File: src/hdl/rsf_pkg.sv
/*
 * constants, enumerations and the state record of the cpu register set
 * assumes one core clock; all users import the whole package
 */
`default_nettype none
package rsf_pkg;
    // reset values and fixed addresses
    localparam logic [15:0] RSF_SP_RESET   = 16'h00ff;
    localparam logic [7:0]  RSF_H_RESET    = 8'h00;
    localparam logic [15:0] RSF_VEC_RESET  = 16'hfffe;
    localparam logic [15:0] RSF_PC_RESET   = 16'h0000;
    localparam logic [7:0]  RSF_CCR_ONES   = 8'h60;
    localparam logic [7:0]  RSF_CCR_RESET  = 8'h68;
    localparam logic [7:0]  RSF_PAGE0_HI   = 8'h00;
    localparam logic [7:0]  RSF_SP_LOW_RLD = 8'hff;
    // condition flag bit positions
    localparam int RSF_V = 7;
    localparam int RSF_H = 4;
    localparam int RSF_I = 3;
    localparam int RSF_N = 2;
    localparam int RSF_Z = 1;
    localparam int RSF_C = 0;
    // sequence lengths: five stacked bytes, three queue fills
    localparam logic [2:0] RSF_PUSH_LAST = 3'h4;
    localparam logic [2:0] RSF_FILL_LAST = 3'h2;
    localparam int         RSF_BOOT_CYC  = 6;
    // decimal adjust thresholds and corrections
    localparam logic [7:0] RSF_DAA_HI_LIM = 8'h99;
    localparam logic [3:0] RSF_DAA_LO_LIM = 4'h9;
    localparam logic [3:0] RSF_DAA_CORR   = 4'h6;

    typedef enum logic [3:0] {
        ALU_ADD, ALU_ADC, ALU_SUB, ALU_SBC, ALU_AND, ALU_ORA, ALU_EOR,
        ALU_PASS, ALU_LSL, ALU_LSR, ALU_ROL, ALU_ROR, ALU_DAA
    } rsf_alu_op_t;

    typedef enum logic [1:0] {DST_NONE, DST_A, DST_X} rsf_dst_t;

    typedef enum logic [3:0] {
        ROP_NONE, ROP_LD_HX, ROP_TAP, ROP_TPA, ROP_CLI, ROP_SEI,
        ROP_AIS, ROP_RSP, ROP_TAX, ROP_TXA
    } rsf_reg_op_t;

    typedef enum logic [2:0] {
        AM_DIR, AM_EXT, AM_IX, AM_IX1, AM_IX2, AM_SP1, AM_SP2
    } rsf_mode_t;

    typedef enum logic [2:0] {
        ST_RUN, ST_PUSH, ST_VEC_HI, ST_VEC_LO, ST_FREE, ST_FILL
    } rsf_state_t;

    typedef struct packed {
        rsf_state_t  state;
        logic [2:0]  cnt;
        logic [7:0]  acc;
        logic [7:0]  xl;
        logic [7:0]  hi;
        logic [15:0] sp;
        logic [15:0] pc;
        logic [7:0]  condition_flags;
        logic        inhibit;
        logic [15:0] vec;
        logic [15:0] ea;
        logic [15:0] mem_addr;
        logic        mem_rd;
        logic        mem_wr;
        logic [7:0]  mem_wdata;
    } rsf_st_t;
endpackage
`default_nettype wire

File: src/hdl/rsf_alu.sv
/*
 * 8-bit result and condition flag generator
 * assumes the caller registers result and flags; purely combinational
 */
`default_nettype none
module rsf_alu
    import rsf_pkg::*;
(
    input  wire rsf_alu_op_t op,      // operation select
    input  wire logic [7:0]  a,       // left operand
    input  wire logic [7:0]  b,       // right operand
    input  wire logic [7:0]  ccr_in,  // flags before the operation
    output logic [7:0]       res,     // result byte
    output logic [7:0]       ccr_out  // flags after the operation
);
    logic [8:0] wide;
    logic       cy;
    logic [7:0] corr;

    // one case per operation or group of operations, flags common to all at the end
    always_comb
    begin
        wide = 9'h000;
        corr = 8'h00;
        cy = ccr_in[RSF_C];
        res = a;
        ccr_out = ccr_in;
        case (op)
            ALU_ADD, ALU_ADC:
            begin
                wide = {1'b0, a} + {1'b0, b} + {8'h00, (op == ALU_ADC) & cy};
                res = wide[7:0];
                ccr_out[RSF_H] = a[4] ^ b[4] ^ res[4];
                ccr_out[RSF_V] = (a[7] == b[7]) && (res[7] != a[7]);
                ccr_out[RSF_C] = wide[8];
            end
            ALU_SUB, ALU_SBC:
            begin
                wide = {1'b0, a} - {1'b0, b} - {8'h00, (op == ALU_SBC) & cy};
                res = wide[7:0];
                ccr_out[RSF_V] = (a[7] != b[7]) && (res[7] != a[7]);
                ccr_out[RSF_C] = wide[8];
            end
            ALU_AND:  begin res = a & b; ccr_out[RSF_V] = 1'b0; end
            ALU_ORA:  begin res = a | b; ccr_out[RSF_V] = 1'b0; end
            ALU_EOR:  begin res = a ^ b; ccr_out[RSF_V] = 1'b0; end
            ALU_PASS: begin res = b; ccr_out[RSF_V] = 1'b0; end
            ALU_LSL, ALU_ROL, ALU_LSR, ALU_ROR:
            begin
                // rotates pull the old carry in
                if (op == ALU_LSL || op == ALU_ROL)
                begin
                    res = {a[6:0], (op == ALU_ROL) & cy};
                    ccr_out[RSF_C] = a[7];
                end
                else
                begin
                    res = {(op == ALU_ROR) & cy, a[7:1]};
                    ccr_out[RSF_C] = a[0];
                end
                ccr_out[RSF_V] = res[7] ^ ccr_out[RSF_C];
            end
            ALU_DAA:
            begin
                // correction only meaningful right after a bcd add
                if (cy || a > RSF_DAA_HI_LIM)
                begin
                    corr[7:4] = RSF_DAA_CORR;
                    ccr_out[RSF_C] = 1'b1;
                end
                if (ccr_in[RSF_H] || a[3:0] > RSF_DAA_LO_LIM)
                    corr[3:0] = RSF_DAA_CORR;
                res = a + corr;
            end
            default: res = a;
        endcase
        ccr_out[RSF_N] = res[7];
        ccr_out[RSF_Z] = (res == 8'h00);
        ccr_out = ccr_out | RSF_CCR_ONES;
    end
endmodule
`default_nettype wire

File: src/hdl/rsf_regs.sv
/*
 * programmer-visible register set of an 8-bit core: accumulator, index pair,
 * stack pointer, program counter, condition flags, reset-vector and
 * interrupt-entry sequencing, effective address forming
 * assumes the core's execution unit issues at most one register or alu
 * operation per cycle and owns the bus while busy is low; memory read data
 * is valid in the cycle mem_rd is high
 */
`default_nettype none
module rsf_regs
    import rsf_pkg::*;
(
    input  wire logic        clk,         // core clock
    input  wire logic        rstn,        // synchronous reset, active low
    input  wire logic        fetch,       // core took the byte at pc_q
    input  wire logic        flow_load,   // jump or return target valid
    input  wire logic [15:0] flow_target, // absolute target
    input  wire logic        flow_rel,    // taken relative branch
    input  wire logic [7:0]  rel_off,     // signed branch offset
    input  wire logic        inst_end,    // last cycle of an instruction
    input  wire logic        irq_req,     // maskable interrupt pending
    input  wire logic [15:0] irq_vec,     // vector address of that request
    input  wire logic        alu_go,      // perform alu_op this cycle
    input  wire rsf_alu_op_t alu_op,      // alu operation
    input  wire rsf_dst_t    alu_dst,     // where the result goes
    input  wire logic [7:0]  alu_b,       // memory or immediate operand
    input  wire rsf_reg_op_t reg_op,      // register operation
    input  wire logic [15:0] reg_imm,     // immediate for reg_op
    input  wire logic        agen_go,     // form an effective address
    input  wire rsf_mode_t   agen_mode,   // addressing mode
    input  wire logic [15:0] agen_off,    // offset or direct address
    input  wire logic        agen_inc,    // post-increment the index pair
    input  wire logic [7:0]  mem_rdata,   // bus read data
    output logic [15:0]      mem_addr,    // bus address during sequences
    output logic             mem_rd,      // bus read strobe
    output logic             mem_wr,      // bus write strobe
    output logic [7:0]       mem_wdata,   // bus write data
    output logic [7:0]       acc_q,       // accumulator
    output logic [15:0]      hx_q,        // index pair
    output logic [15:0]      sp_q,        // stack pointer
    output logic [15:0]      pc_q,        // program counter
    output logic [7:0]       ccr_q,       // condition flags
    output logic [15:0]      ea_q,        // effective address
    output logic             busy,        // sequence owns the bus
    output logic             signed_lt,   // signed less-than condition
    output logic             signed_gt    // signed greater-than condition
);
    rsf_st_t     st_reg;
    rsf_st_t     st_next;
    logic [7:0]  alu_res;
    logic [7:0]  alu_ccr;
    logic [15:0] hx;
    logic [15:0] ais_delta;
    logic        clear_now;
    logic        take;

    rsf_alu u_alu (
        .op      (alu_op),
        .a       ((alu_dst == DST_X) ? st_reg.xl : st_reg.acc),
        .b       (alu_b),
        .ccr_in  (st_reg.condition_flags),
        .res     (alu_res),
        .ccr_out (alu_ccr)
    );

    assign hx = {st_reg.hi, st_reg.xl};
    assign ais_delta = {{8{reg_imm[7]}}, reg_imm[7:0]};

    // next state: core operations while running, then the sequences
    always_comb
    begin
        st_next = st_reg;
        clear_now = 1'b0;
        take = 1'b0;
        st_next.mem_rd = 1'b0;
        st_next.mem_wr = 1'b0;
        case (st_reg.state)
            ST_RUN:
            begin
                if (flow_load)
                    st_next.pc = flow_target;
                else if (flow_rel)
                    st_next.pc = st_reg.pc + {{8{rel_off[7]}}, rel_off};
                else if (fetch)
                    st_next.pc = st_reg.pc + 16'h0001;
                if (alu_go)
                begin
                    if (alu_dst == DST_A)
                        st_next.acc = alu_res;
                    else if (alu_dst == DST_X)
                        st_next.xl = alu_res;
                    st_next.condition_flags = alu_ccr;
                end
                case (reg_op)
                    ROP_LD_HX:
                    begin
                        st_next.hi = reg_imm[15:8];
                        st_next.xl = reg_imm[7:0];
                        st_next.condition_flags[RSF_N] = reg_imm[15];
                        st_next.condition_flags[RSF_Z] = (reg_imm == 16'h0000);
                        st_next.condition_flags[RSF_V] = 1'b0;
                    end
                    ROP_TAP: st_next.condition_flags = st_reg.acc | RSF_CCR_ONES;
                    ROP_TPA: st_next.acc = st_reg.condition_flags;
                    ROP_CLI: st_next.condition_flags[RSF_I] = 1'b0;
                    ROP_SEI: st_next.condition_flags[RSF_I] = 1'b1;
                    ROP_AIS: st_next.sp = st_reg.sp + ais_delta;
                    ROP_RSP: st_next.sp[7:0] = RSF_SP_LOW_RLD;
                    ROP_TAX: st_next.xl = st_reg.acc;
                    ROP_TXA: st_next.acc = st_reg.xl;
                    default: st_next.condition_flags = st_next.condition_flags;
                endcase
                // address forming; direct page has an implied zero high byte
                if (agen_go)
                begin
                    case (agen_mode)
                        AM_DIR:  st_next.ea = {RSF_PAGE0_HI, agen_off[7:0]};
                        AM_EXT:  st_next.ea = agen_off;
                        AM_IX:   st_next.ea = hx;
                        AM_IX1:  st_next.ea = hx + {8'h00, agen_off[7:0]};
                        AM_IX2:  st_next.ea = hx + agen_off;
                        AM_SP1:  st_next.ea = st_reg.sp + {8'h00, agen_off[7:0]};
                        AM_SP2:  st_next.ea = st_reg.sp + agen_off;
                        default: st_next.ea = agen_off;
                    endcase
                    if (agen_inc)
                        {st_next.hi, st_next.xl} = hx + 16'h0001;
                end
                // a mask clear shadows the boundary that follows it
                clear_now = st_reg.condition_flags[RSF_I] && !st_next.condition_flags[RSF_I];
                if (clear_now && !inst_end)
                    st_next.inhibit = 1'b1;
                else if (inst_end)
                    st_next.inhibit = 1'b0;
                take = inst_end && irq_req && !st_next.condition_flags[RSF_I]
                       && !st_reg.inhibit && !clear_now;
                if (take)
                begin
                    st_next.state = ST_PUSH;
                    st_next.cnt = 3'h0;
                    st_next.vec = irq_vec;
                    st_next.mem_wr = 1'b1;
                    st_next.mem_addr = st_next.sp;
                    st_next.mem_wdata = st_next.pc[7:0];
                end
            end
            ST_PUSH:
            begin
                // write at sp, then step down to the next free byte
                st_next.sp = st_reg.sp - 16'h0001;
                st_next.cnt = st_reg.cnt + 3'h1;
                if (st_reg.cnt == RSF_PUSH_LAST)
                begin
                    st_next.condition_flags[RSF_I] = 1'b1;
                    st_next.state = ST_VEC_HI;
                    st_next.cnt = 3'h0;
                    st_next.mem_rd = 1'b1;
                    st_next.mem_addr = st_reg.vec;
                end
                else
                begin
                    st_next.mem_wr = 1'b1;
                    st_next.mem_addr = st_next.sp;
                    case (st_next.cnt)
                        3'h1:    st_next.mem_wdata = st_reg.pc[15:8];
                        3'h2:    st_next.mem_wdata = st_reg.xl;
                        3'h3:    st_next.mem_wdata = st_reg.acc;
                        default: st_next.mem_wdata = st_reg.condition_flags;
                    endcase
                end
            end
            ST_VEC_HI:
            begin
                st_next.pc[15:8] = mem_rdata;
                st_next.mem_rd = 1'b1;
                st_next.mem_addr = st_reg.vec + 16'h0001;
                st_next.state = ST_VEC_LO;
            end
            ST_VEC_LO:
            begin
                st_next.pc[7:0] = mem_rdata;
                st_next.state = ST_FREE;
            end
            ST_FREE:
            begin
                // one idle bus cycle, then the queue fill
                st_next.mem_rd = 1'b1;
                st_next.mem_addr = st_reg.pc;
                st_next.cnt = 3'h0;
                st_next.state = ST_FILL;
            end
            ST_FILL:
            begin
                st_next.pc = st_reg.pc + 16'h0001;
                st_next.cnt = st_reg.cnt + 3'h1;
                if (st_reg.cnt == RSF_FILL_LAST)
                    st_next.state = ST_RUN;
                else
                begin
                    st_next.mem_rd = 1'b1;
                    st_next.mem_addr = st_next.pc;
                end
            end
            default: st_next.state = ST_RUN;
        endcase
    end

    // accumulator and low index byte deliberately have no reset term
    always_ff @(posedge clk)
    begin
        if (!rstn)
        begin
            st_reg.state <= ST_VEC_HI;
            st_reg.cnt <= 3'h0;
            st_reg.hi <= RSF_H_RESET;
            st_reg.sp <= RSF_SP_RESET;
            st_reg.pc <= RSF_PC_RESET;
            st_reg.condition_flags <= RSF_CCR_RESET;
            st_reg.inhibit <= 1'b0;
            st_reg.vec <= RSF_VEC_RESET;
            st_reg.ea <= 16'h0000;
            st_reg.mem_addr <= RSF_VEC_RESET;
            st_reg.mem_rd <= 1'b1;
            st_reg.mem_wr <= 1'b0;
            st_reg.mem_wdata <= 8'h00;
        end
        else
            st_reg <= st_next;
    end

    // no register is decoded from the bus address; reached only by ports
    assign acc_q = st_reg.acc;
    assign hx_q = hx;
    assign sp_q = st_reg.sp;
    assign pc_q = st_reg.pc;
    assign ccr_q = st_reg.condition_flags | RSF_CCR_ONES;
    assign ea_q = st_reg.ea;
    assign mem_addr = st_reg.mem_addr;
    assign mem_rd = st_reg.mem_rd;
    assign mem_wr = st_reg.mem_wr;
    assign mem_wdata = st_reg.mem_wdata;
    assign busy = (st_reg.state != ST_RUN);
    assign signed_lt = st_reg.condition_flags[RSF_N] ^ st_reg.condition_flags[RSF_V];
    assign signed_gt = !(st_reg.condition_flags[RSF_Z] || signed_lt);
endmodule
`default_nettype wire

File: config.mk
export PLATFORM = sky130hd
export DESIGN_NAME = rsf_regs
export DESIGN_NICKNAME = d
export VERILOG_FILES = /design/src/hdl/rsf_pkg.sv /design/src/hdl/rsf_alu.sv /design/src/hdl/rsf_regs.sv
export SDC_FILE = /design/constraint.sdc
export NUM_CORES = 1
export LEC_CHECK = 0
export ABC_AREA = 1
export BUFFER_PORTS_ARGS = -buffer_cell sky130_fd_sc_hd__buf_2
export CAP_MARGIN = 20
export CORE_ASPECT_RATIO = 0.75
export CORE_UTILIZATION = 50
export CTS_BUF_LIST = sky130_fd_sc_hd__clkbuf_8
export DETAILED_ROUTE_END_ITERATION = 7
export PLACE_DENSITY = 0.75
export SYNTH_ARGS = -nofsm -noshare
export SYNTH_HDL_FRONTEND = slang
export SYNTH_HIERARCHICAL = 1
export SYNTH_SLANG_ARGS = --single-unit
File: constraint.sdc
create_clock -name clk -period 3.45 [get_ports clk]
set_clock_uncertainty 0.05 [all_clocks]
set_input_delay 0.1725 -clock clk [delete_from_list [all_inputs] [get_ports clk]]
set_output_delay 0.1725 -clock clk [all_outputs]
set_load 0.01 [all_outputs]
==> out/qor.yml <==
layout_min_cycle_time_ns: 3.23
cp.arrival_ns: 3.39
areaGrowthSynthToFinish_pct: 11.2
first_pass_iters: 6
relSlewSlack_pct: 35.1
h-tree-depth: 4
maxCapViolations: 0
start_util_pct: 51.1
post-cts-setup-buffer-count: 0
ff2ff_path_depth: 19
yosys_warnings: 6
setup_viol: 0
synth-seq-area-share_pct: 17.7
ant_nets: 0
netlist_instances: 2559
drcViolationCount: 0
clockBufferDepth: 2
slew_viol_final: 0
drive_gt1_share_pct: 15.4
routabilityCongestion: 1.07
die_h_um: 154
cpMostUsedCell: "nand2_1"
end_kind: "register"
wl_um: 60000
clock_latency_ns: 0.50
synth-main-ff-cell: "dfxtp_1"
rsz0062_at_grt: "false"
cts_tree: "yes"
io_pins: 220
grt_pass1_wl_um: 91100
clk_pin_slew_worst_paths_ns: 0.10
die-area_um2: 31600
ys_types: 69
cp-start-kind: "register"
worstPathRequired_ns: 3.60
fin_hold_ws_ns: 0.0110
grt_pass1_vias: 16000
routedWlPerCell_um: 19.2
synth-edff-count: 16
synth_area_um2: 15500
num_vias: 18300
antenna_found_initial: 5
period_share_pct: 93.8
regArea_um2: 2740
worst_slew_pin_slew_ns: 0.966
ys_async_sr_fraction_pct: 0
critPathSlowestCell: "fa_1"
fillers: 3089
crit_family: "adder cells"
cp_num_buf_inv: 4
vdd_drop_max_mv: 0.265
timing.rr.start: "hx_q[0]"
finalSetupTns_ns: 0
die_w_um: 205
timing.critical_path.from: "hx_q[0]"
largest_reg_flops: 25
pwr_density_cell_nw_per_um2: 557
ys_seq_elements: 129
hold_viol: 0
rrSetupSlack_ns: 0.22
fin_cells: 3131
viasPerCell: 5.84
grtUsageMet2_pct: 51.1
crit_end: "hx_q[6]"
hpwl_um: 48000
drtIter0Drc: 2419
critPathKind: "register to register"
slowest_delay_ns: 0.46
rows: 55
grt_overflow: 0
clock.fmax_mhz: 309
use_met1_pct: 55.5
core_um2: 30300
grt_max_degree: 61
power_leakage_uw: 0.00864
port_buffers: 217
clockRootBuffer: "clkbuf_8"
grt.busiest_layer: "met1"
avgSynthCellArea_um2: 6.04
cp_cell_sequence: "inv_1, o21ai_2, inv_1, fa_1, fa_1, inv_1, nand2_1, nand2_1, nand3b_1, nand2_1, nand2_1, nand3_1, nand2_1, nor3_2, inv_1, nor2_1, a211oi_1, a211oi_1, a31oi_1"
multi_input_area_um2: 10300
status: "completed"
critPathMaxFanout: 3
cts_made_buffers: 17
path_depth: 19
cts_sinks: 129
use_met3_pct: 9.54
place_inst: 3075
hp-class: "input port to register"
reg2reg_to: "hx_q[6]"
final_nets: 2934
track_usage_pct: 37.1
-- layout by cell type (no fill, tap or decap), types with 6 or more instances in the layout --
cell type,n
nand3b_1,10
o21bai_1,13
or2_2,11
nand3_1,216
a31oi_1,17
a21oi_1,170
edfxtp_1,16
buf_4,84
xnor2_1,9
dfxtp_1,113
buf_2,217
nor2_1,256
a41oi_1,7
a221oi_1,7
a211oi_1,16
xor2_1,31
dlygate4sd3_1,20
clkbuf_8,19
nor2_2,6
nand4_1,33
bufinv_16,6
a22oi_1,6
inv_2,25
o22ai_1,18
nand2_2,15
o2111ai_1,11
inv_1,288
nand2_1,636
o211ai_1,25
o21ai_0,185
o221ai_1,12
fa_1,8
ha_1,98
o21ai_1,15
nor2_4,9
nor3_1,23
a21o_1,10
-- stage by stage --
step           cell area [um^2]  total power [uW]  util [%]  worst slack (ns)
2_1_floorplan             15500              6250         -            0.0290
3_3_place_gp              16500              7550      54.4           -0.0354
3_5_place_dp              16500              7640      54.4           -0.0490
4_1_cts                   17200              9350      56.7             0.119
5_1_grt                   17200             10200      56.8           0.00164
6_report                  17200              9570      56.8             0.215
-- area by class of cell --
class                   count  area share, %
clock inverters            13           1.35
inverters                 315           6.89
multi-input cells        1931           60.2
well taps                 399           2.90
repair buffers            321           11.1
clock buffers              19           1.52
diodes                      4         0.0582
flip-flops and latches    129           16.0
-- how the worst min path moves through the flow --
stage,cells past startpoint,start,slack [ns],to
global route,3,mem_rdata[1],0.02,pc_q[1]
floorplan,1,inst_end,0.23,st_reg[58]
finish,3,agen_off[0],0.01,ea_q[0]
CTS,3,agen_off[0],0.001,ea_q[0]
global placement,3,irq_vec[12],0.33,st_reg[54]
detailed placement,3,irq_vec[5],0.34,st_reg[47]
-- worst reg2reg max path: stages (launching register included) --
cell and delay (ns):
edfxtp_1 0.35, inv_1 0.07, o21ai_2 0.19, inv_1 0.10, fa_1 0.46, fa_1 0.43
inv_1 0.07, nand2_1 0.04, nand2_1 0.10, nand3b_1 0.10, nand2_1 0.07, nand2_1 0.06
nand3_1 0.06, nand2_1 0.07, nor3_2 0.14, inv_1 0.08, nor2_1 0.14, a211oi_1 0.09
a211oi_1 0.20, a31oi_1 0.07
-- per-layer routing --
metal  vias up  part of all wire, %
met5         -                0.022
met2      1104                   40
li1       8734                    -
met4         2                  2.5
met1      8336                   44
met3       117                   13
-- cell families after synthesis --
| group | after synthesis | share of synthesized area, % |
|---|---|---|
| fa+ha+maj | 108 | 9.18 |
| simple gates | 1236 | 34.5 |
| buf+inv | 501 | 15.5 |
| flops | 129 | 17.7 |
| other cells | 2 | 0.0486 |
| compound gates | 543 | 20.7 |
| xor+xnor | 40 | 2.27 |
-- cells in the mapped netlist, drive strengths merged (28+ instances only) --
master  number  share of area, %
nand2      654                16
inv        312               7.6
nor2       272               7.2
nand3      220               7.3
o21ai      201               6.5
a21oi      171               5.6
buf        145               6.9
dfxtp      113                15
ha          99               8.0
clkbuf      41               1.0
nand4       33               1.3
xor2        31               1.8
nor3        28               1.1
-- what timing repair did --
item / CTS / global route
gates resized for setup: 1 / 9
setup endpoints to repair: 1 / 6
pin swaps: 0 / 1
gates cloned: 0 / 0
hold endpoints to repair: 19 / 0
hold buffers: 20 / 0
-- report_power, final --
group	switching [uW]	total [uW]	internal, uW
combinational	3630	5520	1880
clock	725	1700	973
sequential	516	2360	1840
No activity file was read; power rests on OpenSTA's default activity.
